File: config.mk
export PLATFORM = sky130hd
export DESIGN_NAME = sso_status_top
export DESIGN_NICKNAME = d
export VERILOG_FILES = /design/src/sso_pkg.sv /design/src/sso_flag_if.sv /design/src/sso_do_map.sv /design/src/sso_status_top.sv
export SDC_FILE = /design/constraint.sdc
export NUM_CORES = 1
export LEC_CHECK = 0
export ABC_AREA = 1
export BUFFER_PORTS_ARGS = -buffer_cell sky130_fd_sc_hd__clkbuf_2
export CAP_MARGIN = 20
export CORE_MARGIN = 3
export CORE_UTILIZATION = 40
export CTS_BUF_LIST = sky130_fd_sc_hd__clkbuf_4
export DETAILED_ROUTE_END_ITERATION = 8
export PLACE_DENSITY_LB_ADDON = 0.05
export SKIP_LAST_GASP = 1
export SLEW_MARGIN = 20
export SYNTH_ARGS = -nofsm -noshare
export SYNTH_HDL_FRONTEND = slang
export SYNTH_SLANG_ARGS = --single-unit
File: constraint.sdc
create_clock -name sys_clk -period 13.1 [get_ports sys_clk]
set_clock_uncertainty 0.15 [all_clocks]
set_input_delay 2.62 -clock sys_clk [delete_from_list [all_inputs] [get_ports sys_clk]]
set_output_delay 2.62 -clock sys_clk [all_outputs]
set_load 0.02 [all_outputs]
File: src/sso_pkg.sv
package sso_pkg;

   ////////////////////////////////////////////////////////////////////////////
   // bus and sizes
   localparam int SSO_DATA_W   = 32;
   localparam int SSO_ADDR_W   = 8;
   localparam int SSO_BE_W     = 4;
   localparam int SSO_NUM_DO   = 6;
   localparam int SSO_FUNC_W   = 4;
   localparam int SSO_NUM_FUNC = 11;
   localparam int SSO_MODE_W   = 3;

   ////////////////////////////////////////////////////////////////////////////
   // register byte offsets
   localparam logic [7:0] SSO_REG_CTRL     = 8'h00;
   localparam logic [7:0] SSO_REG_ZERO_THR = 8'h04;
   localparam logic [7:0] SSO_REG_TGT_THR  = 8'h08;
   localparam logic [7:0] SSO_REG_POS_WIN  = 8'h0c;
   localparam logic [7:0] SSO_REG_VMATCH   = 8'h10;
   localparam logic [7:0] SSO_REG_OVL_THR  = 8'h14;
   localparam logic [7:0] SSO_REG_DO_MAP   = 8'h18;
   localparam logic [7:0] SSO_REG_STATUS   = 8'h1c;
   localparam logic [7:0] SSO_REG_DO_STATE = 8'h20;
   localparam logic [7:0] SSO_REG_SPEED    = 8'h24;
   localparam logic [7:0] SSO_REG_OVL_LVL  = 8'h28;
   localparam logic [7:0] SSO_REG_EVENT    = 8'h2c;

   ////////////////////////////////////////////////////////////////////////////
   // field positions and reset values
   localparam int SSO_CTRL_MODE_LSB = 0;
   localparam int SSO_EVT_FAULT     = 0;
   localparam int SSO_EVT_WARN      = 1;
   localparam int SSO_EVT_OVL       = 2;
   localparam int SSO_EVT_W         = 3;

   localparam logic [SSO_MODE_W-1:0] SSO_RST_MODE     = 3'h0;
   localparam logic [31:0]           SSO_RST_ZERO_THR = 32'h0000000a;
   localparam logic [31:0]           SSO_RST_TGT_THR  = 32'h000000c8;
   localparam logic [31:0]           SSO_RST_POS_WIN  = 32'h00000064;
   localparam logic [31:0]           SSO_RST_VMATCH   = 32'h0000000a;
   localparam logic [31:0]           SSO_RST_OVL_THR  = 32'h00000064;
   localparam logic                  SSO_WAIT_IDLE    = 1'b1;

   ////////////////////////////////////////////////////////////////////////////
   // operation modes, one-hot
   typedef enum logic [7:0] {
      SSO_MODE_PULSE_POSITION          = 8'h01,
      SSO_MODE_VELOCITY                = 8'h02,
      SSO_MODE_FORCE                   = 8'h04,
      SSO_MODE_VELOCITY_ZERO_CMD       = 8'h08,
      SSO_MODE_FORCE_ZERO_CMD          = 8'h10,
      SSO_MODE_POSITION_VELOCITY_SWITCH = 8'h20,
      SSO_MODE_POSITION_FORCE_SWITCH   = 8'h40,
      SSO_MODE_VELOCITY_FORCE_SWITCH   = 8'h80
   } sso_mode_t;

   localparam logic [7:0] SSO_POS_MODES   = 8'h61;
   localparam logic [7:0] SSO_FORCE_MODES = 8'h14;
   localparam logic [7:0] SSO_VEL_MODES   = 8'h0a;
   localparam logic [7:0] SSO_TGT_DEFAULT = 8'h8a;

   ////////////////////////////////////////////////////////////////////////////
   // output functions; code is also the bit position in the status register
   typedef enum logic [SSO_FUNC_W-1:0] {
      SSO_FN_NONE     = 4'h0,
      SSO_FN_READY    = 4'h1,
      SSO_FN_ACTIVE   = 4'h2,
      SSO_FN_ZERO     = 4'h3,
      SSO_FN_TARGET   = 4'h4,
      SSO_FN_POSREACH = 4'h5,
      SSO_FN_TQLIMIT  = 4'h6,
      SSO_FN_FAULT    = 4'h7,
      SSO_FN_WARN     = 4'h8,
      SSO_FN_OVERLOAD = 4'h9,
      SSO_FN_VMATCH   = 4'ha,
      SSO_FN_DEFAULT  = 4'hf
   } sso_dofunc_t;

   function automatic sso_mode_t sso_mode_decode(input logic [SSO_MODE_W-1:0] idx);
      case (idx)
         3'h0:    return SSO_MODE_PULSE_POSITION;
         3'h1:    return SSO_MODE_VELOCITY;
         3'h2:    return SSO_MODE_FORCE;
         3'h3:    return SSO_MODE_VELOCITY_ZERO_CMD;
         3'h4:    return SSO_MODE_FORCE_ZERO_CMD;
         3'h5:    return SSO_MODE_POSITION_VELOCITY_SWITCH;
         3'h6:    return SSO_MODE_POSITION_FORCE_SWITCH;
         3'h7:    return SSO_MODE_VELOCITY_FORCE_SWITCH;
         default: return SSO_MODE_PULSE_POSITION;
      endcase
   endfunction

   function automatic logic [32:0] sso_abs33(input logic signed [32:0] v);
      return v[32] ? 33'(-v) : 33'(v);
   endfunction

   function automatic logic [31:0] sso_merge(input logic [31:0] old, input logic [31:0] wd,
                                             input logic [SSO_BE_W-1:0] be);
      logic [31:0] res;
      res = old;
      for (int b = 0; b < SSO_BE_W; b++) begin
         if (be[b]) begin
            res[b*8 +: 8] = wd[b*8 +: 8];
         end
      end
      return res;
   endfunction

   function automatic sso_dofunc_t sso_default_func(input sso_mode_t mode, input int idx);
      case (idx)
         0:       return SSO_FN_READY;
         1:       return SSO_FN_ZERO;
         2:       return ((8'(mode) & SSO_TGT_DEFAULT) != 8'h00) ? SSO_FN_TARGET : SSO_FN_NONE;
         3:       return ((8'(mode) & SSO_POS_MODES) != 8'h00) ? SSO_FN_POSREACH : SSO_FN_NONE;
         4:       return SSO_FN_FAULT;
         default: return SSO_FN_NONE;
      endcase
   endfunction

endpackage

File: src/sso_flag_if.sv
`timescale 1ns/1ps
interface sso_flag_if
   import sso_pkg::*;
#(
   parameter int NUM_DO = SSO_NUM_DO
);
   logic [SSO_NUM_FUNC-1:0]      flags;
   sso_mode_t                    mode;
   logic [NUM_DO*SSO_FUNC_W-1:0] doMap;
   logic [NUM_DO-1:0]            doLevel;

   modport status (output flags, output mode, output doMap, input doLevel);
   modport mapper (input flags, input mode, input doMap, output doLevel);
endinterface

File: src/sso_do_map.sv
`timescale 1ns/1ps
module sso_do_map
   import sso_pkg::*;
#(
   parameter int NUM_DO = SSO_NUM_DO
)(
   input wire logic   sys_clk,
   input wire logic   rst,
   sso_flag_if.mapper bus
);

   logic [NUM_DO-1:0] doLevel_ff;
   logic [NUM_DO-1:0] nxt_doLevel;

   ////////////////////////////////////////////////////////////////////////////
   // per-terminal function select; all-ones code falls back to the mode default
   for (genvar i = 0; i < NUM_DO; i++) begin : g_term
      sso_dofunc_t sel;
      always_comb begin
         sel = sso_dofunc_t'(bus.doMap[i*SSO_FUNC_W +: SSO_FUNC_W]);
         if (sel == SSO_FN_DEFAULT) begin
            sel = sso_default_func(bus.mode, i);
         end
         nxt_doLevel[i] = (int'(sel) < SSO_NUM_FUNC) ? bus.flags[sel] : 1'b0;
      end
   end

   // second register stage keeps terminal pins glitch free across remaps
   always_ff @(posedge sys_clk) begin
      if (rst) begin
         doLevel_ff <= '0;
      end else begin
         doLevel_ff <= nxt_doLevel;
      end
   end

   assign bus.doLevel = doLevel_ff;

endmodule

File: src/sso_status_top.sv
// Function
// - drive ready is high when powered and no fault exists in the control or motor power circuit; the code also holds it low on otherFault.
// - servo active is high only while servo enable is on and the servo loop runs without fault.
// - zero velocity is high whenever measured speed magnitude is below its threshold, in every mode.
// - target velocity is high whenever actual speed magnitude exceeds its threshold.
// - position reached is high in position modes when position error magnitude is below the window.
// - torque limiting is high while torque is limited, except in the force and force zero-command modes.
// - fault is high on any alarm other than limits, emergency stop, communication error and undervoltage.
// - warning is high while a limit, emergency stop, communication error or undervoltage is present.
// - overload caution is high once the overload level reaches its threshold.
// - velocity match is high in velocity modes when command minus feedback is below its threshold.
// - which function drives each output terminal is set by software; unmapped functions need a remap.
// - the default terminal functions depend on the selected operation mode.
//
// Local design decisions: the register addresses and register access over Avalon-MM.
`timescale 1ns/1ps
module sso_status_top
   import sso_pkg::*;
#(
   parameter int NUM_DO = SSO_NUM_DO
)(
   input  wire logic                   sys_clk,
   input  wire logic                   rst,
   input  wire logic [SSO_ADDR_W-1:0]  avs_address,
   input  wire logic                   avs_read,
   input  wire logic                   avs_write,
   input  wire logic [SSO_DATA_W-1:0]  avs_writedata,
   input  wire logic [SSO_BE_W-1:0]    avs_byteenable,
   output logic      [SSO_DATA_W-1:0]  avs_readdata,
   output logic                        avs_waitrequest,
   input  wire logic                   powerGood,
   input  wire logic                   ctrlCircuitFault,
   input  wire logic                   powerCircuitFault,
   input  wire logic                   otherFault,
   input  wire logic                   fwdLimit,
   input  wire logic                   revLimit,
   input  wire logic                   emergencyStop,
   input  wire logic                   commError,
   input  wire logic                   underVoltage,
   input  wire logic                   servoEnableInput,
   input  wire logic                   servoLoopOk,
   input  wire logic                   torqueLimitActive,
   input  wire logic signed [31:0]     measSpeed,
   input  wire logic signed [31:0]     cmdSpeed,
   input  wire logic signed [31:0]     posError,
   input  wire logic [31:0]            overloadLevel,
   output logic                        driveReadyOut,
   output logic                        servoActiveFlag,
   output logic                        zeroVelocityOut,
   output logic                        targetVelocityOut,
   output logic                        positionReachedOut,
   output logic                        torqueLimitingOut,
   output logic                        faultOut,
   output logic                        warningOut,
   output logic                        overloadCautionOut,
   output logic                        velocityMatchOut,
   output logic      [NUM_DO-1:0]      doTerminal
);

   localparam int MAP_W = NUM_DO * SSO_FUNC_W;

   ////////////////////////////////////////////////////////////////////////////
   // configuration registers
   logic [SSO_MODE_W-1:0] modeIdx_ff;
   logic [SSO_MODE_W-1:0] nxt_modeIdx;
   logic [31:0]           zeroThr_ff;
   logic [31:0]           nxt_zeroThr;
   logic [31:0]           tgtThr_ff;
   logic [31:0]           nxt_tgtThr;
   logic [31:0]           posWin_ff;
   logic [31:0]           nxt_posWin;
   logic [31:0]           vmatchThr_ff;
   logic [31:0]           nxt_vmatchThr;
   logic [31:0]           ovlThr_ff;
   logic [31:0]           nxt_ovlThr;
   logic [MAP_W-1:0]      doMap_ff;
   logic [MAP_W-1:0]      nxt_doMap;
   logic [31:0]           merged;
   logic                  wrAccept;
   sso_mode_t             modeOh;

   assign wrAccept = avs_write & ~avs_waitrequest;
   assign modeOh   = sso_mode_decode(modeIdx_ff);

   always_comb begin
      nxt_modeIdx   = modeIdx_ff;
      nxt_zeroThr   = zeroThr_ff;
      nxt_tgtThr    = tgtThr_ff;
      nxt_posWin    = posWin_ff;
      nxt_vmatchThr = vmatchThr_ff;
      nxt_ovlThr    = ovlThr_ff;
      nxt_doMap     = doMap_ff;
      merged        = '0;
      if (wrAccept) begin
         case (avs_address)
            SSO_REG_CTRL: begin
               merged      = sso_merge({29'h0, modeIdx_ff}, avs_writedata, avs_byteenable);
               nxt_modeIdx = merged[SSO_CTRL_MODE_LSB +: SSO_MODE_W];
            end
            SSO_REG_ZERO_THR: nxt_zeroThr   = sso_merge(zeroThr_ff, avs_writedata, avs_byteenable);
            SSO_REG_TGT_THR:  nxt_tgtThr    = sso_merge(tgtThr_ff, avs_writedata, avs_byteenable);
            SSO_REG_POS_WIN:  nxt_posWin    = sso_merge(posWin_ff, avs_writedata, avs_byteenable);
            SSO_REG_VMATCH:   nxt_vmatchThr = sso_merge(vmatchThr_ff, avs_writedata, avs_byteenable);
            SSO_REG_OVL_THR:  nxt_ovlThr    = sso_merge(ovlThr_ff, avs_writedata, avs_byteenable);
            SSO_REG_DO_MAP: begin
               merged    = sso_merge(32'(doMap_ff), avs_writedata, avs_byteenable);
               nxt_doMap = merged[MAP_W-1:0];
            end
            default: begin
            end
         endcase
      end
   end

   always_ff @(posedge sys_clk) begin
      if (rst) begin
         modeIdx_ff   <= SSO_RST_MODE;
         zeroThr_ff   <= SSO_RST_ZERO_THR;
         tgtThr_ff    <= SSO_RST_TGT_THR;
         posWin_ff    <= SSO_RST_POS_WIN;
         vmatchThr_ff <= SSO_RST_VMATCH;
         ovlThr_ff    <= SSO_RST_OVL_THR;
         doMap_ff     <= {NUM_DO{SSO_FN_DEFAULT}};
      end else begin
         modeIdx_ff   <= nxt_modeIdx;
         zeroThr_ff   <= nxt_zeroThr;
         tgtThr_ff    <= nxt_tgtThr;
         posWin_ff    <= nxt_posWin;
         vmatchThr_ff <= nxt_vmatchThr;
         ovlThr_ff    <= nxt_ovlThr;
         doMap_ff     <= nxt_doMap;
      end
   end

   ////////////////////////////////////////////////////////////////////////////
   // status flags, one evaluation per clock
   logic [SSO_NUM_FUNC-1:0] flags_ff;
   logic [SSO_NUM_FUNC-1:0] nxt_flags;
   logic [32:0]             speedMag;
   logic [32:0]             posErrMag;
   logic [32:0]             speedDiffMag;
   logic                    faultAny;
   logic                    warnAny;

   always_comb begin
      speedMag     = sso_abs33({measSpeed[31], measSpeed});
      posErrMag    = sso_abs33({posError[31], posError});
      // 33 bits so a full-scale command against opposite feedback cannot wrap
      speedDiffMag = sso_abs33(33'({cmdSpeed[31], cmdSpeed} - {measSpeed[31], measSpeed}));
      faultAny     = ctrlCircuitFault | powerCircuitFault | otherFault;
      warnAny      = fwdLimit | revLimit | emergencyStop | commError | underVoltage;
      nxt_flags    = '0;
      nxt_flags[SSO_FN_READY]    = powerGood & ~faultAny;
      nxt_flags[SSO_FN_ACTIVE]   = servoEnableInput & servoLoopOk & powerGood & ~faultAny;
      nxt_flags[SSO_FN_ZERO]     = speedMag < {1'b0, zeroThr_ff};
      nxt_flags[SSO_FN_TARGET]   = speedMag > {1'b0, tgtThr_ff};
      nxt_flags[SSO_FN_POSREACH] = ((8'(modeOh) & SSO_POS_MODES) != 8'h00) &
                                   (posErrMag < {1'b0, posWin_ff});
      nxt_flags[SSO_FN_TQLIMIT]  = ((8'(modeOh) & SSO_FORCE_MODES) == 8'h00) & torqueLimitActive;
      nxt_flags[SSO_FN_FAULT]    = faultAny;
      nxt_flags[SSO_FN_WARN]     = warnAny;
      nxt_flags[SSO_FN_OVERLOAD] = overloadLevel >= ovlThr_ff;
      nxt_flags[SSO_FN_VMATCH]   = ((8'(modeOh) & SSO_VEL_MODES) != 8'h00) &
                                   (speedDiffMag < {1'b0, vmatchThr_ff});
   end

   always_ff @(posedge sys_clk) begin
      if (rst) begin
         flags_ff <= '0;
      end else begin
         flags_ff <= nxt_flags;
      end
   end

   ////////////////////////////////////////////////////////////////////////////
   // sticky rising-edge events, write one to clear; a new edge beats the clear
   logic [SSO_EVT_W-1:0] event_ff;
   logic [SSO_EVT_W-1:0] nxt_event;
   logic [SSO_EVT_W-1:0] evtLevel;
   logic [SSO_EVT_W-1:0] evtPrev_ff;
   logic [SSO_EVT_W-1:0] evtRise;
   logic [SSO_EVT_W-1:0] evtClear;

   always_comb begin
      evtLevel = {flags_ff[SSO_FN_OVERLOAD], flags_ff[SSO_FN_WARN], flags_ff[SSO_FN_FAULT]};
      evtRise  = evtLevel & ~evtPrev_ff;
      evtClear = '0;
      if (wrAccept && (avs_address == SSO_REG_EVENT) && avs_byteenable[0]) begin
         evtClear = avs_writedata[SSO_EVT_W-1:0];
      end
      nxt_event = (event_ff & ~evtClear) | evtRise;
   end

   always_ff @(posedge sys_clk) begin
      if (rst) begin
         event_ff   <= '0;
         evtPrev_ff <= '0;
      end else begin
         event_ff   <= nxt_event;
         evtPrev_ff <= evtLevel;
      end
   end

   ////////////////////////////////////////////////////////////////////////////
   // terminal mapping stage
   sso_flag_if #(.NUM_DO(NUM_DO)) flagBus ();

   assign flagBus.flags = flags_ff;
   assign flagBus.mode  = modeOh;
   assign flagBus.doMap = doMap_ff;

   sso_do_map #(
      .NUM_DO (NUM_DO)
   ) u_do_map (
      .sys_clk (sys_clk),
      .rst     (rst),
      .bus     (flagBus)
   );

   ////////////////////////////////////////////////////////////////////////////
   // avalon slave: every access is answered on its second cycle
   logic                  waitReq_ff;
   logic                  nxt_waitReq;
   logic [SSO_DATA_W-1:0] rdata_ff;
   logic [SSO_DATA_W-1:0] nxt_rdata;

   always_comb begin
      nxt_waitReq = ~((avs_read | avs_write) & waitReq_ff);
      nxt_rdata   = rdata_ff;
      if (avs_read && waitReq_ff) begin
         case (avs_address)
            SSO_REG_CTRL:     nxt_rdata = {29'h0, modeIdx_ff};
            SSO_REG_ZERO_THR: nxt_rdata = zeroThr_ff;
            SSO_REG_TGT_THR:  nxt_rdata = tgtThr_ff;
            SSO_REG_POS_WIN:  nxt_rdata = posWin_ff;
            SSO_REG_VMATCH:   nxt_rdata = vmatchThr_ff;
            SSO_REG_OVL_THR:  nxt_rdata = ovlThr_ff;
            SSO_REG_DO_MAP:   nxt_rdata = 32'(doMap_ff);
            SSO_REG_STATUS:   nxt_rdata = 32'(flags_ff);
            SSO_REG_DO_STATE: nxt_rdata = 32'(flagBus.doLevel);
            SSO_REG_SPEED:    nxt_rdata = speedMag[31:0];
            SSO_REG_OVL_LVL:  nxt_rdata = overloadLevel;
            SSO_REG_EVENT:    nxt_rdata = 32'(event_ff);
            default:          nxt_rdata = '0;
         endcase
      end
   end

   always_ff @(posedge sys_clk) begin
      if (rst) begin
         waitReq_ff <= SSO_WAIT_IDLE;
         rdata_ff   <= '0;
      end else begin
         waitReq_ff <= nxt_waitReq;
         rdata_ff   <= nxt_rdata;
      end
   end

   ////////////////////////////////////////////////////////////////////////////
   // outputs, all from flip-flops
   assign avs_waitrequest    = waitReq_ff;
   assign avs_readdata       = rdata_ff;
   assign driveReadyOut      = flags_ff[SSO_FN_READY];
   assign servoActiveFlag    = flags_ff[SSO_FN_ACTIVE];
   assign zeroVelocityOut    = flags_ff[SSO_FN_ZERO];
   assign targetVelocityOut  = flags_ff[SSO_FN_TARGET];
   assign positionReachedOut = flags_ff[SSO_FN_POSREACH];
   assign torqueLimitingOut  = flags_ff[SSO_FN_TQLIMIT];
   assign faultOut           = flags_ff[SSO_FN_FAULT];
   assign warningOut         = flags_ff[SSO_FN_WARN];
   assign overloadCautionOut = flags_ff[SSO_FN_OVERLOAD];
   assign velocityMatchOut   = flags_ff[SSO_FN_VMATCH];
   assign doTerminal         = flagBus.doLevel;

endmodule

======== After elaboration in Yosys (flattened, before gate mapping) ========
Memories as Yosys holds them, arrays and structs flattened. A register that Yosys moved wholly into a read port is not among the register bits.
Cells that the tools add are included.
storage, ports and cells
  flip-flop bits (word level) ............. 243
  ROM bits ................................ 64
  bits of input ports ..................... 188
  output and inout port bits .............. 49
  word-level logic and storage cells ...... 170
  memories kept ........................... 1
memory list
  name             depth  width  read ports  clocked after Yosys merged registers in  wr ports  RTL line       text
  (no name shown)  8      8      1           1                                        0         sso_pkg.sv:80  case (idx)
cells by class
  reduce and logical (&&, ||, !) cells .... 38
  equality and inequality tests ........... 17
  add/sub/neg operators ................... 4
  bitwise operators ....................... 30
  mux-type cells .......................... 27
  $lt $le $gt $ge ......................... 17
operators by type and width
  kind                                                         count
  one-hot mux 32 bit (12 select lines)                         1
  less-than comparator 33 x 32 -> 1 bit                        3
  two-way mux 33 bit                                           3
  AND reduction 3 bit                                          24
  negator 32 -> 33 bit                                         2
  > comparator 33 x 32 -> 1 bit                                1
  negator 33 bit                                               1
  subtractor 32 x 32 -> 33 bit                                 1
  equality test 8 x 5 -> 1 bit (second input constant)         4
  equality test 8 x 6 -> 1 bit (second input constant)         4
  >= comparator 32 bit                                         1
  less-than comparator 4 x 5 -> 1 bit (second input constant)  6
  binary-select mux 1 bit (select 4 bit)                       6
  equality test 4 bit (second input constant)                  6
  less-than comparator 4 bit (second input constant)           6
  two-way mux 4 bit                                            6
  nonzero test 8 bit                                           3
  equality test 8 x 4 -> 1 bit (second input constant)         2
  logical NOT 8 bit                                            2
  two-way mux 3 bit                                            5
  OR reduction 2 bit                                           6
  AND 1 bit                                                    9
  inverter 1 bit                                               9
  equality test 8 x 3 -> 1 bit (second input constant)         1
  6 further kinds                                              21

======== Longest topological paths before layout ========
Gate-level depths: netlist of the first run.
  depth in word-level cells ............... 8
  depth in mapped cells ................... 35
  mapped depth without buffers ............ 35

======== Hierarchy ========
Synthesis of the first run repeated with hierarchy kept, for this count alone.
second synthesis, totals
  cell total of the unflattened synthesis .. 3173
  area total of the unflattened synthesis .. 20063.0 um2
by module, submodules not included
  module          instances  area an instance (um2)  seq. area each (um2)  cells each
  sso_status_top  1          18999.5                 4884.7                2963
  sso_do_map      1          1063.5                  120.1                 210

======== Worst setup path after synthesis of the first run ========
OpenSTA, ideal clock, no wires.
  kind .................................... input to register
  from .................................... input port measSpeed[31]
  to ...................................... register flags_ff[10] (netlist: flagBus.flags[10])
  data required time ...................... 12838 ps
  setup slack ............................. 7029 ps
  path buffers ............................ 2
  arrival ................................. 5809 ps
  setup time .............................. 112 ps
  stages on the path ...................... 33
  path through ............................ clkbuf_1 inv_1 clkbuf_1 ha_1 inv_1 nor3_1 inv_1 nor2_1 nor2_1 o21ai_0 a21oi_1 nand2_1 nand2_4 inv_1 nor2_1 xor2_1 inv_1 ha_1 nand2_1 nor2_1 nand4_1 nor2_1 a21oi_1 nand3_1 nand2_1 nand2_1 nand2_1 nand2_1 nand2_1 nand2_1 nand2_1 nand2_1 nor2_1
between the ends
  word-level cells in the longest chain between the ends .. 5
ends and longest elaborated chain
  what                                     RTL line               text
  start: declaration                       sso_status_top.sv:43   input wire logic signed [31:0] measSpeed,
  subtractor 32 x 32 -> 33 bit *           sso_status_top.sv:149  speedDiffMag = sso_abs33(33'({cmdSpeed[31], cmdSpeed} - {measSpeed[31], measSpeed}));
  negator 33 bit                           sso_pkg.sv:94          return v[32] ? 33'(-v) : 33'(v);
  two-way mux 33 bit *                     sso_pkg.sv:94
  less-than comparator 33 x 32 -> 1 bit *  sso_status_top.sv:164  (speedDiffMag < {1'b0, vmatchThr_ff});
  AND 1 bit *                              sso_status_top.sv:163  nxt_flags[SSO_FN_VMATCH] = ((8'(modeOh) & SSO_VEL_MODES) != 8'h00) &
  end signal: assignment                   sso_status_top.sv:171  flags_ff <= nxt_flags;
  end: declaration                         sso_status_top.sv:137  logic [SSO_NUM_FUNC-1:0] flags_ff;
Mark *: on every way between the ends. The rest lies on a longest branch, timed or not.
A chain may end at the register's enable or synchronous reset.

======== Worst setup path after layout of the first run ========
Same ends and word-level chain as after synthesis.

==> run metrics, run 1 <==
status finished, final reports clean; later-pin clock latency in the skew report just over 800 ps; post-synthesis async set-or-reset flop share 0%; instance count of the mapped netlist between 3000 and 4000; worst setup slack after placement 5840 ps; synthesized area 19900 um2; Internal 1.32 mW; Peak Freq about 150 MHz; Worst Max-Slew Pin Slew 983 ps; RSZ-0062 raised after global routing false; Die Outline Area about 52000 um2; Gate power share 27.3%; Slew Viols, Final 0; element type at the critical path start input port; Total GRT Usage 31.2%; count of cells along the worst register-to-register path 8; Final Critical Period ~6500 ps; setup violation total in the final timing report 0; CP bufs+invs 6; Pleak around 11 nW; final hold violations 0; synthesized net count 3497; synthesized area per cell around 6.4 um2; row cnt 81; setup repair bufs after CTS 0; Max Buffers Root-to-Sink 3; count of cell types in the netlist 59; worst setup margin 6630 ps; final core area utilization roughly 46%; most used flip-flop cell after synthesis sky130_fd_sc_hd__dfxtp_1; number of ports placed on the die boundary about 240; buffer cell driving the clock tree root sky130_fd_sc_hd__clkbuf_4; number of max-cap violations 0; Worst path most repeated cell sky130_fd_sc_hd__nand2_1; fraction of synthesized cell area taken by the top area cell type roughly a quarter; Placeable Area between 40000 and 50000 um2; net switching share of the total power 35.8%; routability congestion estimate from global placement 0.931; Post-CTS Hold Fix Bufs 0; most common cell in the netlist sky130_fd_sc_hd__nand2_1; Slowest cell on crit path sky130_fd_sc_hd__clkbuf_2; pin count of the biggest net entering global routing 101; worst min-delay path category reg2reg; Worst Setup End Kind flip-flop; non-filler instance count after layout slightly above 4000; number of global-route vias before repair ~21000; number of enable-type register cells in the synthesized netlist 0; DR vias/cell roughly 5.5; clock power share roughly a third; number of sinks handled by clock tree synthesis 250; CTS tree built; Port Buffers 236; placed insts 3944; Overflow after GRT 0; global-route wire length before repair 126000 um; VDD IR max roughly 0.049 mV; share of final-layout standard cells stronger than drive strength 1 13.1%; summed negative setup slack over all endpoints 0 ps; initial standard-cell utilization of the core 40.6%; Post-route DRC 0; WP data arrival 7010 ps; max-slew headroom at the worst pin 34.5%; average wire per standard cell 20.7 um; Final Hold Slack 241 ps; remaining number of nets flagged by the antenna check after routing 0; sequential share of the synthesized area 25.2%; layout-stage area growth over the synthesis result 13.3%; Worst Setup Path Type in2reg; net switching power 0.735 mW; final total power between 2 and 2.5 mW; Yosys warning total 0; antenna violations before repair 1; post-cts gate resize count 0; first drt pass iteration count 6; Horiz. Die Dim 229 um; total clock buffers created by CTS 73; post-synth top area cell sky130_fd_sc_hd__dfxtp_1; number of logic stages on the critical path including buffering 32; clock transition at the registers of the reported paths 60 ps; post-synthesis register bit count 250; crit path max fanout 33; vias approximately 22000; crit-path leading delay family simple AND/OR/NAND/NOR gates; relative contribution of sequential cells to total power between 30% and 40%; biggest area contributors in the synthesized netlist sky130_fd_sc_hd__dfxtp_1, sky130_fd_sc_hd__nand2_1, sky130_fd_sc_hd__ha_1; Power Density 91.4 nW/um2; initial drt markers about 2100; CP peak stage delay 430 ps; required time of the critical path 13640 ps; wirelength, routed 84300 um; share of the clock period used by the worst path after layout between 40% and 50%; hold-critical path depth 1; placed wire-length estimate 67900 um; post-route cell area 22500 um2; # H-tree levels 3; area after detailed placement roughly 22000 um2; top cells by count, synth sky130_fd_sc_hd__nand2_1, sky130_fd_sc_hd__inv_1, sky130_fd_sc_hd__a21oi_1; Vert. Die Dim 229 um; final net count 3736
## cells in the final DEF (no fill, tap or decap), types with 41 or more instances in the layout
| cell type | count |
|---|---|
| sky130_fd_sc_hd__nand2_1 | 712 |
| sky130_fd_sc_hd__clkbuf_4 | 105 |
| sky130_fd_sc_hd__a21oi_1 | 349 |
| sky130_fd_sc_hd__nor3_1 | 41 |
| sky130_fd_sc_hd__clkbuf_2 | 236 |
| sky130_fd_sc_hd__dfxtp_1 | 250 |
| sky130_fd_sc_hd__ha_1 | 192 |
| sky130_fd_sc_hd__inv_1 | 508 |
| sky130_fd_sc_hd__o21ai_0 | 254 |
| sky130_fd_sc_hd__nand3_1 | 115 |
| sky130_fd_sc_hd__xor2_1 | 60 |
| sky130_fd_sc_hd__nor2_1 | 222 |
| sky130_fd_sc_hd__o22ai_1 | 48 |
| sky130_fd_sc_hd__nand4_1 | 46 |
## registers in the layout, summed over array words and instances, names as in the netlist, 8 cells and up
name / count
tgtThr_ff: 32
zeroThr_ff: 32
flagBus.mode: 8
avs_readdata: 32
doMap_ff: 24
flagBus.flags: 10
vmatchThr_ff: 32
posWin_ff: 32
ovlThr_ff: 32
## cells by family after synthesis
kind of cell             count (synthesis)  share of synthesized area (%)
adder cells (fa/ha/maj)                193                           12.2
AO/OA/AOI/OAI                          762                           21.1
XOR/XNOR                                73                           3.26
flip-flops                             250                           25.2
buffers and inverters                  603                           11.6
AND/OR/NAND/NOR                       1235                           26.7
## worst register-to-register path, delay by kind of cell, from the launching register on
kind / cells / cell delay (ps)
simple gates: 5 / 1300
fa+ha+maj: 1 / 320
flops: 1 / 310
compound gates: 1 / 200
buf+inv: 1 / 110
## area by class of cell
type | count | area (um2)
well taps | 664 | 831
inverters | 516 | 1940
flip-flops and latches | 250 | 5000
clock buffers | 105 | 788
repair buffers | 251 | 1290
diodes | 1 | 2.50
multi-input cells | 2263 | 12600
clock inverters | 17 | 68.8
fillers | 5328 | 26500
## routing by layer
metal | vias to the layer above | part of all wire (%) | global-route usage [%]
li1 | 10800 | - | -
met1 | 10300 | 45 | 43.3
met2 | 981 | 43 | 48.7
met3 | 144 | 7.7 | 4.22
met4 | 0 | 4.2 | 13.1
met5 | - | 0 | 0
## path summary, 6_finish.rpt
kind / startpoint / endpoint / slack, ps
setup / recovery: measSpeed[31] / flagBus.flags[10] / 6630
hold / removal: flagBus.mode[2] / flagBus.flags[6] / 240
setup reg to reg: zeroThr_ff[26] / flagBus.flags[3] / 10560
hold reg to reg: flagBus.mode[2] / flagBus.flags[6] / 240
## power by group through the flow
stage | registers, mW | clock network, mW | logic (mW)
floorplan | 0.788 | 0 | 0.373
CTS | 0.771 | 0.737 | 0.557
finish | 0.771 | 0.723 | 0.562
detailed placement | 0.788 | 0 | 0.554
global placement | 0.788 | 0 | 0.546
global route | 0.771 | 0.776 | 0.638
Note: power is estimated with default switching activity, not from simulation.
==> inputs of run 2 (changes only) <==
ABC_AREA = 0   (was 1)
clock period = 5.6 ns   (was 13.1 ns; I/O delays follow)
==> run metrics, run 2 <==
Overflow after GRT 0; final total power 4.94 mW; Slew Viols, Final 0; Worst Hold Endpoint flagBus.flags[6]; wirelength, routed 76800 um; Peak Freq 190 MHz; number of max-cap violations 0; Max Buffers Root-to-Sink 3; Yosys warning total 0; placed wire-length estimate 59500 um; remaining number of nets flagged by the antenna check after routing 0; hold-critical path depth 1; worst setup margin 338 ps; # H-tree levels 3; post-synth top area cell sky130_fd_sc_hd__dfxtp_1; final net count 3290; number of ports placed on the die boundary 237; synthesized net count 2891; average wire per standard cell 21.6 um; Worst Max-Slew Pin Slew 1190 ps; Final Critical Period 5260 ps; later-pin clock latency in the skew report 770 ps; first drt pass iteration count 8; Horiz. Die Dim 222 um; commonest non-fill, non-tap cells in the layout sky130_fd_sc_hd__nand2_1, sky130_fd_sc_hd__a21oi_1, sky130_fd_sc_hd__dfxtp_1; antenna violations before repair 1; worst min-delay path category reg2reg; Power Density around 220 nW/um2; Port Buffers 236; number of global-route vias before repair 19200; Post-route DRC 0; post-route cell area 22700 um2; clock transition at the registers of the reported paths around 60 ps; Total GRT Usage 29.8%; startpoint of the worst-slack reg-to-reg timing path zeroThr_ff[1]; synthesized area per cell around 7.4 um2; number of enable-type register cells in the synthesized netlist 0; post-synthesis register bit count 250; CTS tree built; area of the multi-input gates 12400 um2; biggest area contributors in the synthesized netlist sky130_fd_sc_hd__dfxtp_1, sky130_fd_sc_hd__ha_1, sky130_fd_sc_hd__nand2_1; VDD IR max approximately 0.13 mV; Placeable Area roughly 46000 um2; placed insts 3437; share of the clock period used by the worst path after layout between 90% and 100%; routability congestion estimate from global placement 0.919; most common cell in the netlist sky130_fd_sc_hd__nand2_1; Register Area 5000 um2; Pleak 9.36 nW; global-route wire length before repair 115000 um; share of final-layout standard cells stronger than drive strength 1 20.8%; row cnt 78; DR vias/cell 5.75; number of sinks handled by clock tree synthesis 250; post-synthesis async set-or-reset flop share 0%; final hold violations 0; RSZ-0062 raised after global routing false; fraction of synthesized cell area taken by the top area cell type a little over a quarter; final core area utilization 49.7%; Die Outline Area 49100 um2; Final Hold Slack 245 ps; layout-stage area growth over the synthesis result 22.1%; area after detailed placement 21800 um2; most frequent standard cell in the layout excluding fill and tap cells sky130_fd_sc_hd__nand2_1; worst reg2reg endpoint flagBus.flags[3]; count of cell types in the netlist between 70 and 80; most used flip-flop cell after synthesis sky130_fd_sc_hd__dfxtp_1; worst setup slack after placement -728 ps; Hold Crit Start flagBus.mode[4]; initial drt markers 2217; count of cells along the worst register-to-register path 11; setup repair bufs after CTS 0; Fill cells 4693; crit path max fanout 5; initial standard-cell utilization of the core 40.7%; setup slack of the most critical reg-to-reg path around 2700 ps; summed negative setup slack over all endpoints 0 ps; required time of the critical path 6150 ps; sequential share of the synthesized area 26.9%; buffer cell driving the clock tree root sky130_fd_sc_hd__clkbuf_4; Worst Setup Path Type in2reg; synthesized area 18600 um2; instance count of the mapped netlist 2510; pin count of the biggest net entering global routing 135; top cells by count, synth sky130_fd_sc_hd__nand2_1, sky130_fd_sc_hd__a21oi_1, sky130_fd_sc_hd__dfxtp_1; element type at the critical path start input port; Post-CTS Hold Fix Bufs 0; Worst Setup End Kind flip-flop; vias between 20000 and 25000; setup violation total in the final timing report 0; non-filler instance count after layout approximately 3600; total clock buffers created by CTS 70; max-slew headroom at the worst pin 20.1%; WP data arrival 5810 ps; Vert. Die Dim 222 um; status finished, final reports clean
[run 2: repair_timing]
| action | in CTS | in global routing |
|---|---|---|
| hold endpoints to repair | 0 | 0 |
| endpoints found under the setup margin | 0 | 1 |
| gates resized for setup | 0 | 13 |
[run 2: area by class of cell]
type / instances / area share [%]
tap: 600 / 3.31
inverter: 207 / 3.42
timing repair buffer: 459 / 12.7
clock buffer: 105 / 3.47
clock inverter: 15 / 0.364
multi-input combinational: 1921 / 54.7
sequential: 250 / 22.0
antenna: 1 / 0.0110
[run 2: kinds of logic after synthesis]
kind of cell,after synthesis,share of synthesized area [%]
buffers and inverters,339,6.95
and+or+nand+nor,902,22.5
muxes,17,1.12
xor gates and xnor gates,110,5.18
DFF,250,26.9
adders and majority gates,193,13.0
AOI/OAI and AO/OA,699,24.3
[run 2: worst max-delay path: stages]
cell	delay (ps)
sky130_fd_sc_hd__clkbuf_2	90
sky130_fd_sc_hd__inv_1	60
sky130_fd_sc_hd__ha_1	340
sky130_fd_sc_hd__o21a_1	190
sky130_fd_sc_hd__a21boi_2	180
sky130_fd_sc_hd__o2111ai_1	490
sky130_fd_sc_hd__nand3_1	250
sky130_fd_sc_hd__a311oi_1	310
sky130_fd_sc_hd__xor2_1	230
sky130_fd_sc_hd__or4b_4	530
sky130_fd_sc_hd__o41ai_1	450
sky130_fd_sc_hd__xnor2_1	170
sky130_fd_sc_hd__ha_1	260
sky130_fd_sc_hd__nand4_1	110
sky130_fd_sc_hd__nor2_1	60
sky130_fd_sc_hd__a2111oi_1	390
sky130_fd_sc_hd__a31oi_1	130
sky130_fd_sc_hd__nor4_1	260
sky130_fd_sc_hd__o21a_1	170
[run 2: where the power goes]
| group | switching [mW] | internal, mW |
|---|---|---|
| Clock | 0.837 | 0.896 |
| Sequential | 0.0163 | 1.79 |
| Combinational | 0.761 | 0.639 |
| Total | 1.61 | 3.32 |
[run 2: how the worst max path moves through the flow]
stage                        startpoint           endpoint  slack (ps)  cells past startpoint
after global routing       measSpeed[7]  flagBus.flags[10]          20                     26
final                      measSpeed[2]  flagBus.flags[10]         340                     19
after detailed placement   measSpeed[0]  flagBus.flags[10]        -730                     26
after global placement    measSpeed[15]  flagBus.flags[10]        -560                     26
after CTS                  measSpeed[0]  flagBus.flags[10]          50                     26
after floorplan             cmdSpeed[0]  flagBus.flags[10]          50                     25
[run 2: layer usage]
layer  part of all wire, %  vias to the layer above  track usage, %
met5                     0                        -               0
met4                   1.7                        0            6.30
met2                    44                      964            46.4
met1                    43                     9593            41.4
met3                    11                       98            8.18
li1                      -                     9795               -
